--- src/pkg/cmg_pkg.sv ---
// Constants and types shared by the CPU mode and access guard
package cmg_pkg;

    // CPU modes
    typedef enum logic [2:0] {
        MODE_BOOT,
        MODE_TEST,
        MODE_CONTACTLESS,
        MODE_SYSTEM,
        MODE_USER
    } cmg_mode_type;

    // Register groups of the special-function space
    typedef enum logic [2:0] {
        GRP_CPU,
        GRP_SEGCFG,
        GRP_SYSMGMT,
        GRP_HWCOMP,
        GRP_NONE
    } cmg_group_type;

    localparam int          SFR_AW           = 8;
    localparam int          ADDR_W           = 16;
    localparam int          TBL_W            = 16;
    localparam int          STACK_D          = 4;

    // Fixed special-function register addresses
    localparam logic [7:0]  SFR_STATUS_HIGH  = 8'h98;
    localparam logic [7:0]  SFR_TBL_LOW      = 8'hA1;
    localparam logic [7:0]  SFR_TBL_HIGH     = 8'hA2;
    localparam logic [7:0]  SFR_CPU_LO       = 8'h80;
    localparam logic [7:0]  SFR_CPU_HI       = 8'h8F;
    localparam logic [7:0]  SFR_SYS_LO       = 8'h90;
    localparam logic [7:0]  SFR_SYS_HI       = 8'h9F;
    localparam logic [7:0]  SFR_HW_LO        = 8'hC0;
    localparam logic [7:0]  SFR_HW_HI        = 8'hFF;

    // Mode field inside the status-high register
    localparam int          MODE_POS         = 0;

    // Fixed memory partition for contactless mode
    localparam logic [15:0] PART_CL_LO       = 16'h0000;
    localparam logic [15:0] PART_CL_HI       = 16'h0FFF;

    // Reserved call targets and vector range
    localparam logic [15:0] SYSTEM_VECTOR_ADDRESS_LO          = 16'hFF00;
    localparam logic [15:0] SYSTEM_VECTOR_ADDRESS_HI          = 16'hFF7F;
    localparam logic [15:0] SCALL_A          = 16'hFF80;
    localparam logic [15:0] SCALL_B          = 16'hFF84;

    // Restrictive reset values
    localparam logic [15:0] TBL_RESET        = 16'h0000;
    localparam logic [7:0]  STATUS_RESET     = 8'h03;
    localparam logic [2:0]  MODE_RESET_CODE  = 3'h3;
    localparam logic [7:0]  ZERO_BYTE        = 8'h00;

endpackage

--- src/cmg_guard.sv ---
// CPU mode tracker and memory/register access guard
`timescale 1ns/1ps
`default_nettype none

module cmg_guard (
    // Clock and reset
    input  wire logic                     mclk,
    input  wire logic                     nrst,
    // Register access from the CPU
    input  wire logic                     sfrRd,
    input  wire logic                     sfrWr,
    input  wire logic [7:0]               sfrAddr,
    input  wire logic [7:0]               sfrWdata,
    output logic      [7:0]               sfrRdata,
    output logic                          sfrDenied,
    // Memory access from the CPU
    input  wire logic                     memReq,
    input  wire logic                     memWr,
    input  wire logic [15:0]              memAddr,
    input  wire logic                     segAllowRd,
    input  wire logic                     segAllowWr,
    input  wire logic                     segAllowHw,
    output logic                          memGrant,
    output logic                          memWrGrant,
    // Mode change events
    input  wire logic                     callValid,
    input  wire logic [15:0]              callTarget,
    input  wire logic                     excEntry,
    input  wire logic                     retInstr,
    // Mode and table state
    output logic      [2:0]               cpuMode,
    output logic      [15:0]              segTableAddr
);

    cmg_pkg::cmg_mode_type                modeReg, modeNext;
    cmg_pkg::cmg_mode_type                stackReg [cmg_pkg::STACK_D];
    cmg_pkg::cmg_mode_type                stackNext [cmg_pkg::STACK_D];
    logic [1:0]                           spReg, spNext;
    logic [15:0]                          tblReg, tblNext;
    logic [7:0]                           rdReg, rdNext;
    logic                                 denReg, denNext;
    logic                                 grantReg, grantNext;
    logic                                 wgrantReg, wgrantNext;
    cmg_pkg::cmg_group_type               grp;
    logic                                 canRd, canWr, inPart, reqMode;
    cmg_pkg::cmg_mode_type                wrMode;

    // Group decode, fixed in hardware
    always_comb begin
        if (sfrAddr == cmg_pkg::SFR_TBL_LOW || sfrAddr == cmg_pkg::SFR_TBL_HIGH) begin
            grp = cmg_pkg::GRP_SEGCFG;
        end else if (sfrAddr >= cmg_pkg::SFR_CPU_LO && sfrAddr <= cmg_pkg::SFR_CPU_HI) begin
            grp = cmg_pkg::GRP_CPU;
        end else if (sfrAddr >= cmg_pkg::SFR_SYS_LO && sfrAddr <= cmg_pkg::SFR_SYS_HI) begin
            grp = cmg_pkg::GRP_SYSMGMT;
        end else if (sfrAddr >= cmg_pkg::SFR_HW_LO) begin
            grp = cmg_pkg::GRP_HWCOMP;
        end else begin
            grp = cmg_pkg::GRP_NONE;
        end
    end

    // Per-mode register permission
    always_comb begin
        canRd = 1'b0;
        canWr = 1'b0;
        case (modeReg)
            cmg_pkg::MODE_BOOT, cmg_pkg::MODE_TEST: begin
                canRd = (grp != cmg_pkg::GRP_NONE);
                canWr = (grp != cmg_pkg::GRP_NONE);
            end
            cmg_pkg::MODE_SYSTEM: begin
                canRd = (grp != cmg_pkg::GRP_NONE);
                canWr = (grp != cmg_pkg::GRP_NONE);
            end
            cmg_pkg::MODE_CONTACTLESS: begin
                canRd = grp == cmg_pkg::GRP_CPU || grp == cmg_pkg::GRP_HWCOMP
                        || sfrAddr == cmg_pkg::SFR_STATUS_HIGH;
                canWr = grp == cmg_pkg::GRP_CPU || grp == cmg_pkg::GRP_HWCOMP;
            end
            default: begin
                canRd = grp == cmg_pkg::GRP_CPU
                        || (grp == cmg_pkg::GRP_HWCOMP && segAllowHw)
                        || sfrAddr == cmg_pkg::SFR_STATUS_HIGH;
                canWr = grp == cmg_pkg::GRP_CPU
                        || (grp == cmg_pkg::GRP_HWCOMP && segAllowHw);
            end
        endcase
    end

    // Memory partition and segment rights
    always_comb begin
        inPart = memAddr >= cmg_pkg::PART_CL_LO && memAddr <= cmg_pkg::PART_CL_HI;
        case (modeReg)
            cmg_pkg::MODE_CONTACTLESS: reqMode = inPart;
            cmg_pkg::MODE_SYSTEM:      reqMode = !inPart;
            cmg_pkg::MODE_USER: begin
                reqMode = !inPart && (memWr ? segAllowWr : segAllowRd);
            end
            default:                   reqMode = 1'b1;
        endcase
    end

    // Mode written through status-high
    always_comb begin
        case (sfrWdata[cmg_pkg::MODE_POS +: 3])
            3'h0:    wrMode = cmg_pkg::MODE_BOOT;
            3'h1:    wrMode = cmg_pkg::MODE_TEST;
            3'h2:    wrMode = cmg_pkg::MODE_CONTACTLESS;
            3'h3:    wrMode = cmg_pkg::MODE_SYSTEM;
            default: wrMode = cmg_pkg::MODE_USER;
        endcase
    end

    // Next state: mode, stack, table, answers
    always_comb begin
        modeNext   = modeReg;
        stackNext  = stackReg;
        spNext     = spReg;
        tblNext    = tblReg;
        rdNext     = cmg_pkg::ZERO_BYTE;
        denNext    = 1'b0;
        grantNext  = memReq && reqMode;
        wgrantNext = memReq && memWr && reqMode;
        if (sfrWr && canWr) begin
            if (sfrAddr == cmg_pkg::SFR_TBL_LOW) tblNext[7:0] = sfrWdata;
            if (sfrAddr == cmg_pkg::SFR_TBL_HIGH) tblNext[15:8] = sfrWdata;
            if (sfrAddr == cmg_pkg::SFR_STATUS_HIGH) modeNext = wrMode;
        end else if (sfrWr) begin
            denNext = 1'b1;
        end
        if (sfrRd) begin
            denNext = !canRd;
            if (canRd && sfrAddr == cmg_pkg::SFR_TBL_LOW) rdNext = tblReg[7:0];
            if (canRd && sfrAddr == cmg_pkg::SFR_TBL_HIGH) rdNext = tblReg[15:8];
            if (canRd && sfrAddr == cmg_pkg::SFR_STATUS_HIGH) begin
                rdNext = {5'b0_0000, modeReg};
            end
        end
        if (retInstr) begin
            spNext   = spReg - 2'd1;
            modeNext = stackReg[spNext];
        end else if (excEntry || (callValid && ((callTarget >= cmg_pkg::SYSTEM_VECTOR_ADDRESS_LO
                     && callTarget <= cmg_pkg::SYSTEM_VECTOR_ADDRESS_HI) || callTarget == cmg_pkg::SCALL_A
                     || callTarget == cmg_pkg::SCALL_B))) begin
            stackNext[spReg] = modeReg;
            spNext   = spReg + 2'd1;
            modeNext = cmg_pkg::MODE_SYSTEM;
        end
    end

    // State registers, restrictive defaults only
    always_ff @(posedge mclk or negedge nrst) begin
        if (!nrst) begin
            modeReg   <= cmg_pkg::MODE_SYSTEM;
            spReg     <= 2'd0;
            tblReg    <= cmg_pkg::TBL_RESET;
            rdReg     <= cmg_pkg::ZERO_BYTE;
            denReg    <= 1'b0;
            grantReg  <= 1'b0;
            wgrantReg <= 1'b0;
            for (int i = 0; i < cmg_pkg::STACK_D; i++) begin
                stackReg[i] <= cmg_pkg::MODE_SYSTEM;
            end
        end else begin
            modeReg   <= modeNext;
            spReg     <= spNext;
            tblReg    <= tblNext;
            rdReg     <= rdNext;
            denReg    <= denNext;
            grantReg  <= grantNext;
            wgrantReg <= wgrantNext;
            stackReg  <= stackNext;
        end
    end

    assign cpuMode      = modeReg;
    assign segTableAddr = tblReg;
    assign sfrRdata     = rdReg;
    assign sfrDenied    = denReg;
    assign memGrant     = grantReg;
    assign memWrGrant   = wgrantReg;

    chk_user_no_tbl: assert property (@(posedge mclk) disable iff (!nrst)
        (modeReg == cmg_pkg::MODE_USER && sfrWr && sfrAddr == cmg_pkg::SFR_TBL_LOW)
        |=> $stable(tblReg)) else $error("user wrote table pointer");
    chk_cl_no_tbl: assert property (@(posedge mclk) disable iff (!nrst)
        (modeReg == cmg_pkg::MODE_CONTACTLESS && sfrWr
            && (sfrAddr == cmg_pkg::SFR_TBL_LOW || sfrAddr == cmg_pkg::SFR_TBL_HIGH))
        |=> $stable(tblReg)) else $error("contactless wrote table pointer");
    chk_sys_tbl_wr: assert property (@(posedge mclk) disable iff (!nrst)
        (modeReg == cmg_pkg::MODE_SYSTEM && sfrWr && !retInstr && sfrAddr == cmg_pkg::SFR_TBL_LOW)
        |=> tblReg[7:0] == $past(sfrWdata)) else $error("system table write lost");
    chk_denied_zero: assert property (@(posedge mclk) disable iff (!nrst)
        (sfrRd && !canRd) |=> (sfrRdata == 8'h00 && sfrDenied))
        else $error("denied read not zero");
    chk_cl_partition: assert property (@(posedge mclk) disable iff (!nrst)
        (memReq && modeReg == cmg_pkg::MODE_CONTACTLESS && memAddr > cmg_pkg::PART_CL_HI)
        |=> !memGrant) else $error("contactless left partition");
    chk_exc_system: assert property (@(posedge mclk) disable iff (!nrst)
        (excEntry && !retInstr) |=> cpuMode == 3'(cmg_pkg::MODE_SYSTEM))
        else $error("exception did not change mode");
    chk_ret_restore: assert property (@(posedge mclk) disable iff (!nrst)
        (modeReg == cmg_pkg::MODE_USER && excEntry && !retInstr)
        ##1 (!retInstr && !excEntry && !callValid) ##1 retInstr
        |=> cpuMode == 3'(cmg_pkg::MODE_USER)) else $error("return did not restore mode");
    chk_status_read: assert property (@(posedge mclk) disable iff (!nrst)
        (sfrRd && sfrAddr == cmg_pkg::SFR_STATUS_HIGH) |=> !sfrDenied)
        else $error("status-high read denied");
    chk_user_seg_wr: assert property (@(posedge mclk) disable iff (!nrst)
        (memReq && memWr && modeReg == cmg_pkg::MODE_USER && !segAllowWr) |=> !memWrGrant)
        else $error("user write without segment right");

endmodule

`default_nettype wire

--- config.mk ---
export PLATFORM = sky130hd
export DESIGN_NAME = cmg_guard
export DESIGN_NICKNAME = d
export VERILOG_FILES = /design/src/pkg/cmg_pkg.sv /design/src/cmg_guard.sv
export SDC_FILE = /design/constraint.sdc
export NUM_CORES = 1
export LEC_CHECK = 0
export BUFFER_PORTS_ARGS = -buffer_cell sky130_fd_sc_hd__buf_2
export CAP_MARGIN = 0
export CORE_ASPECT_RATIO = 0.6
export CORE_MARGIN = 2
export CORE_UTILIZATION = 30
export CTS_BUF_LIST = sky130_fd_sc_hd__clkbuf_16
export CTS_CLUSTER_DIAMETER = 50
export CTS_CLUSTER_SIZE = 12
export DETAILED_ROUTE_END_ITERATION = 12
export PLACE_DENSITY_LB_ADDON = 0.1
export SETUP_SLACK_MARGIN = 0.1
export SLEW_MARGIN = 20
export SYNTH_ARGS = -nofsm -noshare
export SYNTH_HDL_FRONTEND = slang
export SYNTH_SLANG_ARGS = --single-unit
export TNS_END_PERCENT = 1
--- constraint.sdc ---
create_clock -name mclk -period 4 [get_ports mclk]
set_input_delay 0.6 -clock mclk [delete_from_list [all_inputs] [get_ports mclk]]
set_output_delay 0.6 -clock mclk [all_outputs]
set_load 0.05 [all_outputs]
## Word-level counts from Yosys, hierarchy flattened

Cells that the tools add are included.

- Divide/modulo/power cells: 0
- Shifts and indexed selects: 0
- Add/sub/neg operators: 2
- $mul: 0
- Eq/ne operators: 14
- Magnitude comparators: 12
- Muxes and demuxes: 28
- Reduce and logical (&&, ||, !) cells: 36
- Bitwise operators: 3

Operators with widths:

| operator | count |
|---|---|
| $mux 3 | 11 |
| $eq 16x16->1 const B | 2 |
| $mux 8 | 4 |
| $eq 8x8->1 const B | 3 |
| $ge 8x8->1 const B | 3 |
| $ge 16x1->1 const B | 1 |
| $ge 16x16->1 const B | 1 |
| $le 16x12->1 const B | 1 |
| $le 16x16->1 const B | 1 |
| $le 8x8->1 const B | 2 |
| $eq 3x2->1 const B | 5 |
| $logic_and 1x1->1 | 15 |
| $bwmux 12 | 1 |
| $pmux 3 s4 | 1 |
| $logic_not 3->1 | 3 |
| $logic_or 1x1->1 | 8 |
| $reduce_and 2->1 | 4 |
| $bmux 3 s2 | 1 |
| $demux 3 s2 | 1 |
| $eq 3x1->1 const B | 2 |
| $ge 3x3->1 const B | 2 |
| $not 2->3 | 2 |
| $reduce_bool 3->1 | 2 |
| $mux 1 | 4 |
| 12 further kinds | 15 |

- Output and inout bits: 30
- Word-level logic and storage cells: 107
- RAM bits: 0
- Register bits: 44
- Memory bits (read-only): 0
- Bits in latches: 0
- Bits of input ports: 60
- Memories: 0

## Depth between registers and ports, before layout

- Depth in word-level cells: 15
- Mapped depth: 6
- Gate-level depth less buffers: 5

## Worst setup path before layout

OpenSTA, ideal clock, no wires.

- Kind: input -> register
- Start: in callTarget[0]
- End: reg stackReg[11] (netlist name)
- Buffers on the path: 0
- Arrival: 2.097 ns
- Stages: 5
- Path slack: 1.778 ns
- Setup time: 0.125 ns
- Required time: 3.875 ns
- Cells stage by stage: or4_1 > o31ai_2 > a21oi_2 > nor3b_2 > mux2_2

- Longest elaborated chain between the ends: 7
- Elaborated cells on any way between the ends: 10
- Those cells by class: order compare (2); eq/ne (2); reduce/logical (6)

Ends and longest elaborated chain:

| what | line | text |
|---|---|---|
| from (decl) | cmg_guard.sv:27 | `input wire logic [15:0] callTarget,` |
| $ge 16x16->1 or $le 16x16->1 (tied branches) | cmg_guard.sv:143, cmg_guard.sv:144 |  |
| $logic_and 1x1->1 | cmg_guard.sv:144 | `&& callTarget <= cmg_pkg::SYSTEM_VECTOR_ADDRESS_HI) \|\| callTarget == cmg_pkg::SCALL_A` |
| $logic_or 1x1->1 | cmg_guard.sv:144 |  |
| $logic_or 1x1->1 (*) | cmg_guard.sv:145 | `\|\| callTarget == cmg_pkg::SCALL_B))) begin` |
| $logic_and 1x1->1 (*) | cmg_guard.sv:143 | `end else if (excEntry \|\| (callValid && ((callTarget >= cmg_pkg::SYSTEM_VECTOR_ADDRESS_LO` |
| $logic_or 1x1->1 (*) | cmg_guard.sv:143 |  |
| $reduce_and 2->1 (no source line) (*) | n/a |  |
| to (signal, indexed assignment) | cmg_guard.sv:163 | `stackReg[i] <= cmg_pkg::MODE_SYSTEM;` |
| to (signal assigned) | cmg_guard.sv:173 | `stackReg <= stackNext;` |
| to (decl) | cmg_guard.sv:36 | `cmg_pkg::cmg_mode_type stackReg [cmg_pkg::STACK_D];` |

Every way passes the cells marked *; elsewhere a longest branch is shown, timed or not.
A chain may end at the register's enable or synchronous reset.

## Final worst setup path

- Start: in sfrAddr[3]
- End: reg tblReg[7] (netlist: segTableAddr[7])

- Longest elaborated chain between the ends: 11
- Elaborated cells on any way between the ends: 23
- Those cells by class: order compare (5); eq/ne (4); mux (5); reduce/logical (9)

Ends and longest elaborated chain:

| what | line | text |
|---|---|---|
| from (decl) | cmg_guard.sv:12 | `input wire logic [7:0] sfrAddr,` |
| $ge 8x8->1 (tied with other cells) | cmg_guard.sv:56 | `end else if (sfrAddr >= cmg_pkg::SFR_HW_LO) begin` |
| $mux 3 or $logic_and 1x1->1 (tied branches) | cmg_guard.sv:56, cmg_guard.sv:54 |  |
| $mux 3 | cmg_guard.sv:54 | `end else if (sfrAddr >= cmg_pkg::SFR_SYS_LO && sfrAddr <= cmg_pkg::SFR_SYS_HI) begin` |
| $mux 3 | cmg_guard.sv:52 | `end else if (sfrAddr >= cmg_pkg::SFR_CPU_LO && sfrAddr <= cmg_pkg::SFR_CPU_HI) begin` |
| $mux 3 | cmg_guard.sv:50 | `if (sfrAddr == cmg_pkg::SFR_TBL_LOW \|\| sfrAddr == cmg_pkg::SFR_TBL_HIGH) begin` |
| $eq 3x2->1 | cmg_guard.sv:79, cmg_guard.sv:86 |  |
| $logic_and 1x1->1 | cmg_guard.sv:86 | `\|\| (grp == cmg_pkg::GRP_HWCOMP && segAllowHw);` |
| $logic_or 1x1->1 | cmg_guard.sv:86 |  |
| $pmux 1 s2 | cmg_guard.sv:67 | `case (modeReg)` |
| $logic_and 1x1->1 | cmg_guard.sv:125 | `if (sfrWr && canWr) begin` |
| $reduce_and 2->1 (no source line) (*) | n/a |  |
| to (signal assigned) | cmg_guard.sv:157 | `tblReg <= cmg_pkg::TBL_RESET;` |
| to (signal assigned) | cmg_guard.sv:168 | `tblReg <= tblNext;` |
| to (decl) | cmg_guard.sv:39 | `logic [15:0] tblReg, tblNext;` |

Marks and branches as above.

==> implementation parameters <==
Parameter                              Value

Timing
  Setup Viol. Count Final ... 0
  Worst Tran Pin Value ... 0.778 ns
  Final-report hold violation count ... 0
  Post-Route Skew ... 0.00192 ns
  Final worst path period need ... 2.26 ns
  Worst slew slack as a fraction of its limit ... 47.8%
  Pins over their slew limit ... 0
  Total negative slack ... 0 ns
  RSZ-0062 raised after global routing ... false
  Final period utilization ... 56.4%
  Top achievable clock speed ... 0.443 GHz

CTS
  H-tree levels ... 2
  CTS max path bufs ... 2
  Root buf cell ... sky130_fd_sc_hd__clkbuf_16
  Clock tree from TritonCTS ... yes
  Number of buffers created by CTS ... 5
  Total of cells resized after clock tree synthesis ... 0
  Number of buffers inserted by hold repair at cts ... 0
  Buffers inserted during post-CTS setup optimization ... 0
  Later-pin clock latency in the skew report ... 0.28 ns
  CTS clk-pin slew, worst paths ... 0.06 ns
  Clock net sink count ... 44

Layout
  Final core area utilization ... 40.2%
  Fin nets ... 317
  Post-synthesis to final-layout area growth ... 30.4%
  Number of diodes ... 0
  Commonest non-fill, non-tap cells in the layout ... 76 x sky130_fd_sc_hd__buf_2, 34 x sky130_fd_sc_hd__dfrtp_1, 27 x sky130_fd_sc_hd__mux2_2
  Fraction of final layout cells with drive strength greater than 1 ... 54.7%
  Filler-free cell count of the finished design ... 345
  Leading cell type in the layout, fill and taps excluded ... sky130_fd_sc_hd__buf_2

Routing
  Iteration-0 DRC Markers ... 48
  DRC errors left ... 0
  Number of nets still failing antenna checks after routing ... 0
  Routed vias ... 1652
  Average routed wire per standard cell ... 15.6 µm
  Detailed-router iteration count before antenna repair ... 5
  Total wire length ... 5.39 mm
  Mean number of vias per cell ... 4.79

Worst setup path
  Required time of the critical path ... 4.16 ns
  CP max stage cell ... sky130_fd_sc_hd__nor4_4
  Arrival time reported for the critical path endpoint ... 2.42 ns
  Worst Setup End Kind ... flop
  Highest net fanout along the worst path ... 8
  Nature of the critical path startpoint ... input pin
  Worst setup path category ... in2reg
  CP max stage delay ... 0.73 ns
  Count of buffering cells on the critical path with inverters included ... 1
  Largest delay share family, worst path ... simple AND/OR/NAND/NOR gates
  CP cell instances ... buf_2 -> nor3_1 -> nand4b_1 -> nor4_4 -> mux2_2

Floorplanning
  Core area ... 7210 µm²
  # rows ... 24
  Starting density of the core ... 30.8%
  Height of the chip ... 70.6 µm
  Total Die Area ... 8130 µm²
  Top-level port count ... 90
  Overall die width ... 115 µm

GRT
  Grt ovf ... 0
  Number of global-route vias before repair ... 1682
  Antenna violations before repair ... 0
  Largest net degree at the start of global routing ... 45
  Global-route wire length before repair ... 8.70 mm
  Total track usage ... 13.8%

Power and ir drop
  Total power ... 0.00165 W
  Worst IR Drop VDD ... 0.190 mV
  Static leakage power ... 1.37 nW
  Power per unit of standard cell area ... 570 nW/µm²

Placement
  Placed cell count ... 336
  Buffers added on ports ... 76
  Placer Congestion ... 0.671
  HPWL after DPL ... 4.17 mm

Min path
  Class of the tightest hold or removal check ... in2async

Status
  Run status ... finished, final reports clean

Logic synthesis
  Number of flops mapped to enable cells by yosys ... 0
  Syn Nets ... 237
  Flip-flop and latch count after synthesis ... 44
  Distinct cell type count after synthesis ... 51
  Mean cell area of the mapped netlist ... 12.8 µm²
  Sequential share of the synthesized area ... 50.1%
  Gate Count Post-Synth ... 173
  Post-synthesis instance area ... 2220 µm²
  Share of flip-flops with an asynchronous set or reset ... 100%
  Main flop type after synthesis ... sky130_fd_sc_hd__dfrtp_1
  Number of warnings printed during yosys synthesis ... 0

Job
  Count of maximum capacitance violations ... 0
## per-stage QoR
step / area (µm²) / hold slack (ns) / worst slack (ns)
final: 2900 / 0.237 / 1.74
after global routing: 2900 / 0.258 / 1.55
after CTS: 2880 / 0.517 / 1.72
after detailed placement: 2710 / 0.496 / 1.45
after global placement: 2710 / 0.488 / 1.45
after floorplan: 2220 / 0.304 / 1.78
## power by group
| part | switching (W) | leakage, nW | internal, W | total (W) |
|---|---|---|---|---|
| Sequential | 0.000105 | 0.565 | 0.000580 | 0.000686 |
| Combinational | 0.000271 | 0.730 | 0.000236 | 0.000507 |
| Clock | 0.000166 | 0.0798 | 0.000293 | 0.000459 |
## worst paths after layout
check | endpoint | startpoint | slack, ns | cells past startpoint
worst max-delay path | segTableAddr[7] | sfrAddr[3] | 1.74 | 5
worst min-delay path | stackReg[11] | nrst | 0.24 | 1
worst max register to register | segTableAddr[7] | cpuMode[0] | 1.79 | 5
worst min register to register | segTableAddr[10] | segTableAddr[10] | 0.51 | 1
max in group asynchronous | stackReg[3] | nrst | 3.21 | 2
min in group mclk | segTableAddr[10] | segTableAddr[10] | 0.51 | 1
## synthesized netlist by cell type (2+ instances only)
master / number / area (µm²)
sky130_fd_sc_hd__dfrtp_1: 34 / 851
sky130_fd_sc_hd__mux2_2: 27 / 304
sky130_fd_sc_hd__dfstp_2: 10 / 263
sky130_fd_sc_hd__nor2_1: 8 / 30.0
sky130_fd_sc_hd__inv_1: 7 / 26.3
sky130_fd_sc_hd__a22o_1: 6 / 52.6
sky130_fd_sc_hd__nor2b_1: 6 / 37.5
sky130_fd_sc_hd__a22oi_1: 5 / 37.5
sky130_fd_sc_hd__nand2_1: 5 / 18.8
sky130_fd_sc_hd__clkbuf_1: 4 / 15.0
sky130_fd_sc_hd__ha_1: 4 / 50.1
sky130_fd_sc_hd__nor3b_2: 4 / 50.1
sky130_fd_sc_hd__mux4_2: 3 / 67.6
sky130_fd_sc_hd__nand3_1: 3 / 15.0
sky130_fd_sc_hd__nand4b_1: 3 / 26.3
sky130_fd_sc_hd__a21o_1: 2 / 15.0
sky130_fd_sc_hd__buf_1: 2 / 7.51
sky130_fd_sc_hd__nand4_1: 2 / 12.5
sky130_fd_sc_hd__nor3_1: 2 / 10.0
sky130_fd_sc_hd__nor4_4: 2 / 42.5
sky130_fd_sc_hd__o22ai_1: 2 / 12.5
sky130_fd_sc_hd__o31a_1: 2 / 17.5
sky130_fd_sc_hd__xnor2_1: 2 / 17.5
## cell type report
type / instances / area [µm²]
fill: 706 / 4310
sequential: 44 / 1110
multi-input combinational: 115 / 1050
timing repair buffer: 79 / 415
clock buffer: 5 / 125
tap: 91 / 114
clock inverter: 3 / 42.5
inverter: 8 / 30.0
## cell families (layout without fill, tap and decap cells)
kind of cell / count (synthesis) / after routing / share of synthesized area [%]
AO/OA/AOI/OAI: 32 / 32 / 12.3
XOR/XNOR: 3 / 3 / 1.18
adder cells (fa/ha/maj): 4 / 4 / 2.25
buffers and inverters: 14 / 95 / 2.37
flip-flops: 44 / 44 / 50.1
multiplexers: 33 / 33 / 18.3
AND/OR/NAND/NOR: 43 / 43 / 13.5
## flip-flops by register name, summed over array words and instances, names as in the netlist
register,cells
segTableAddr,16
spReg,2
cpuMode,3
memWrGrant,1
sfrDenied,1
memGrant,1
stackReg,12
sfrRdata,8
## layer usage
layer	vias to the layer above	GRT usage, %	part of all wire (%)
li1	809	-	-
met1	794	22.6	56
met2	47	17.8	37
met3	2	4.03	6.4
met4	0	2.81	0.59
met5	-	0	0
(Power assumes the default switching activity.)
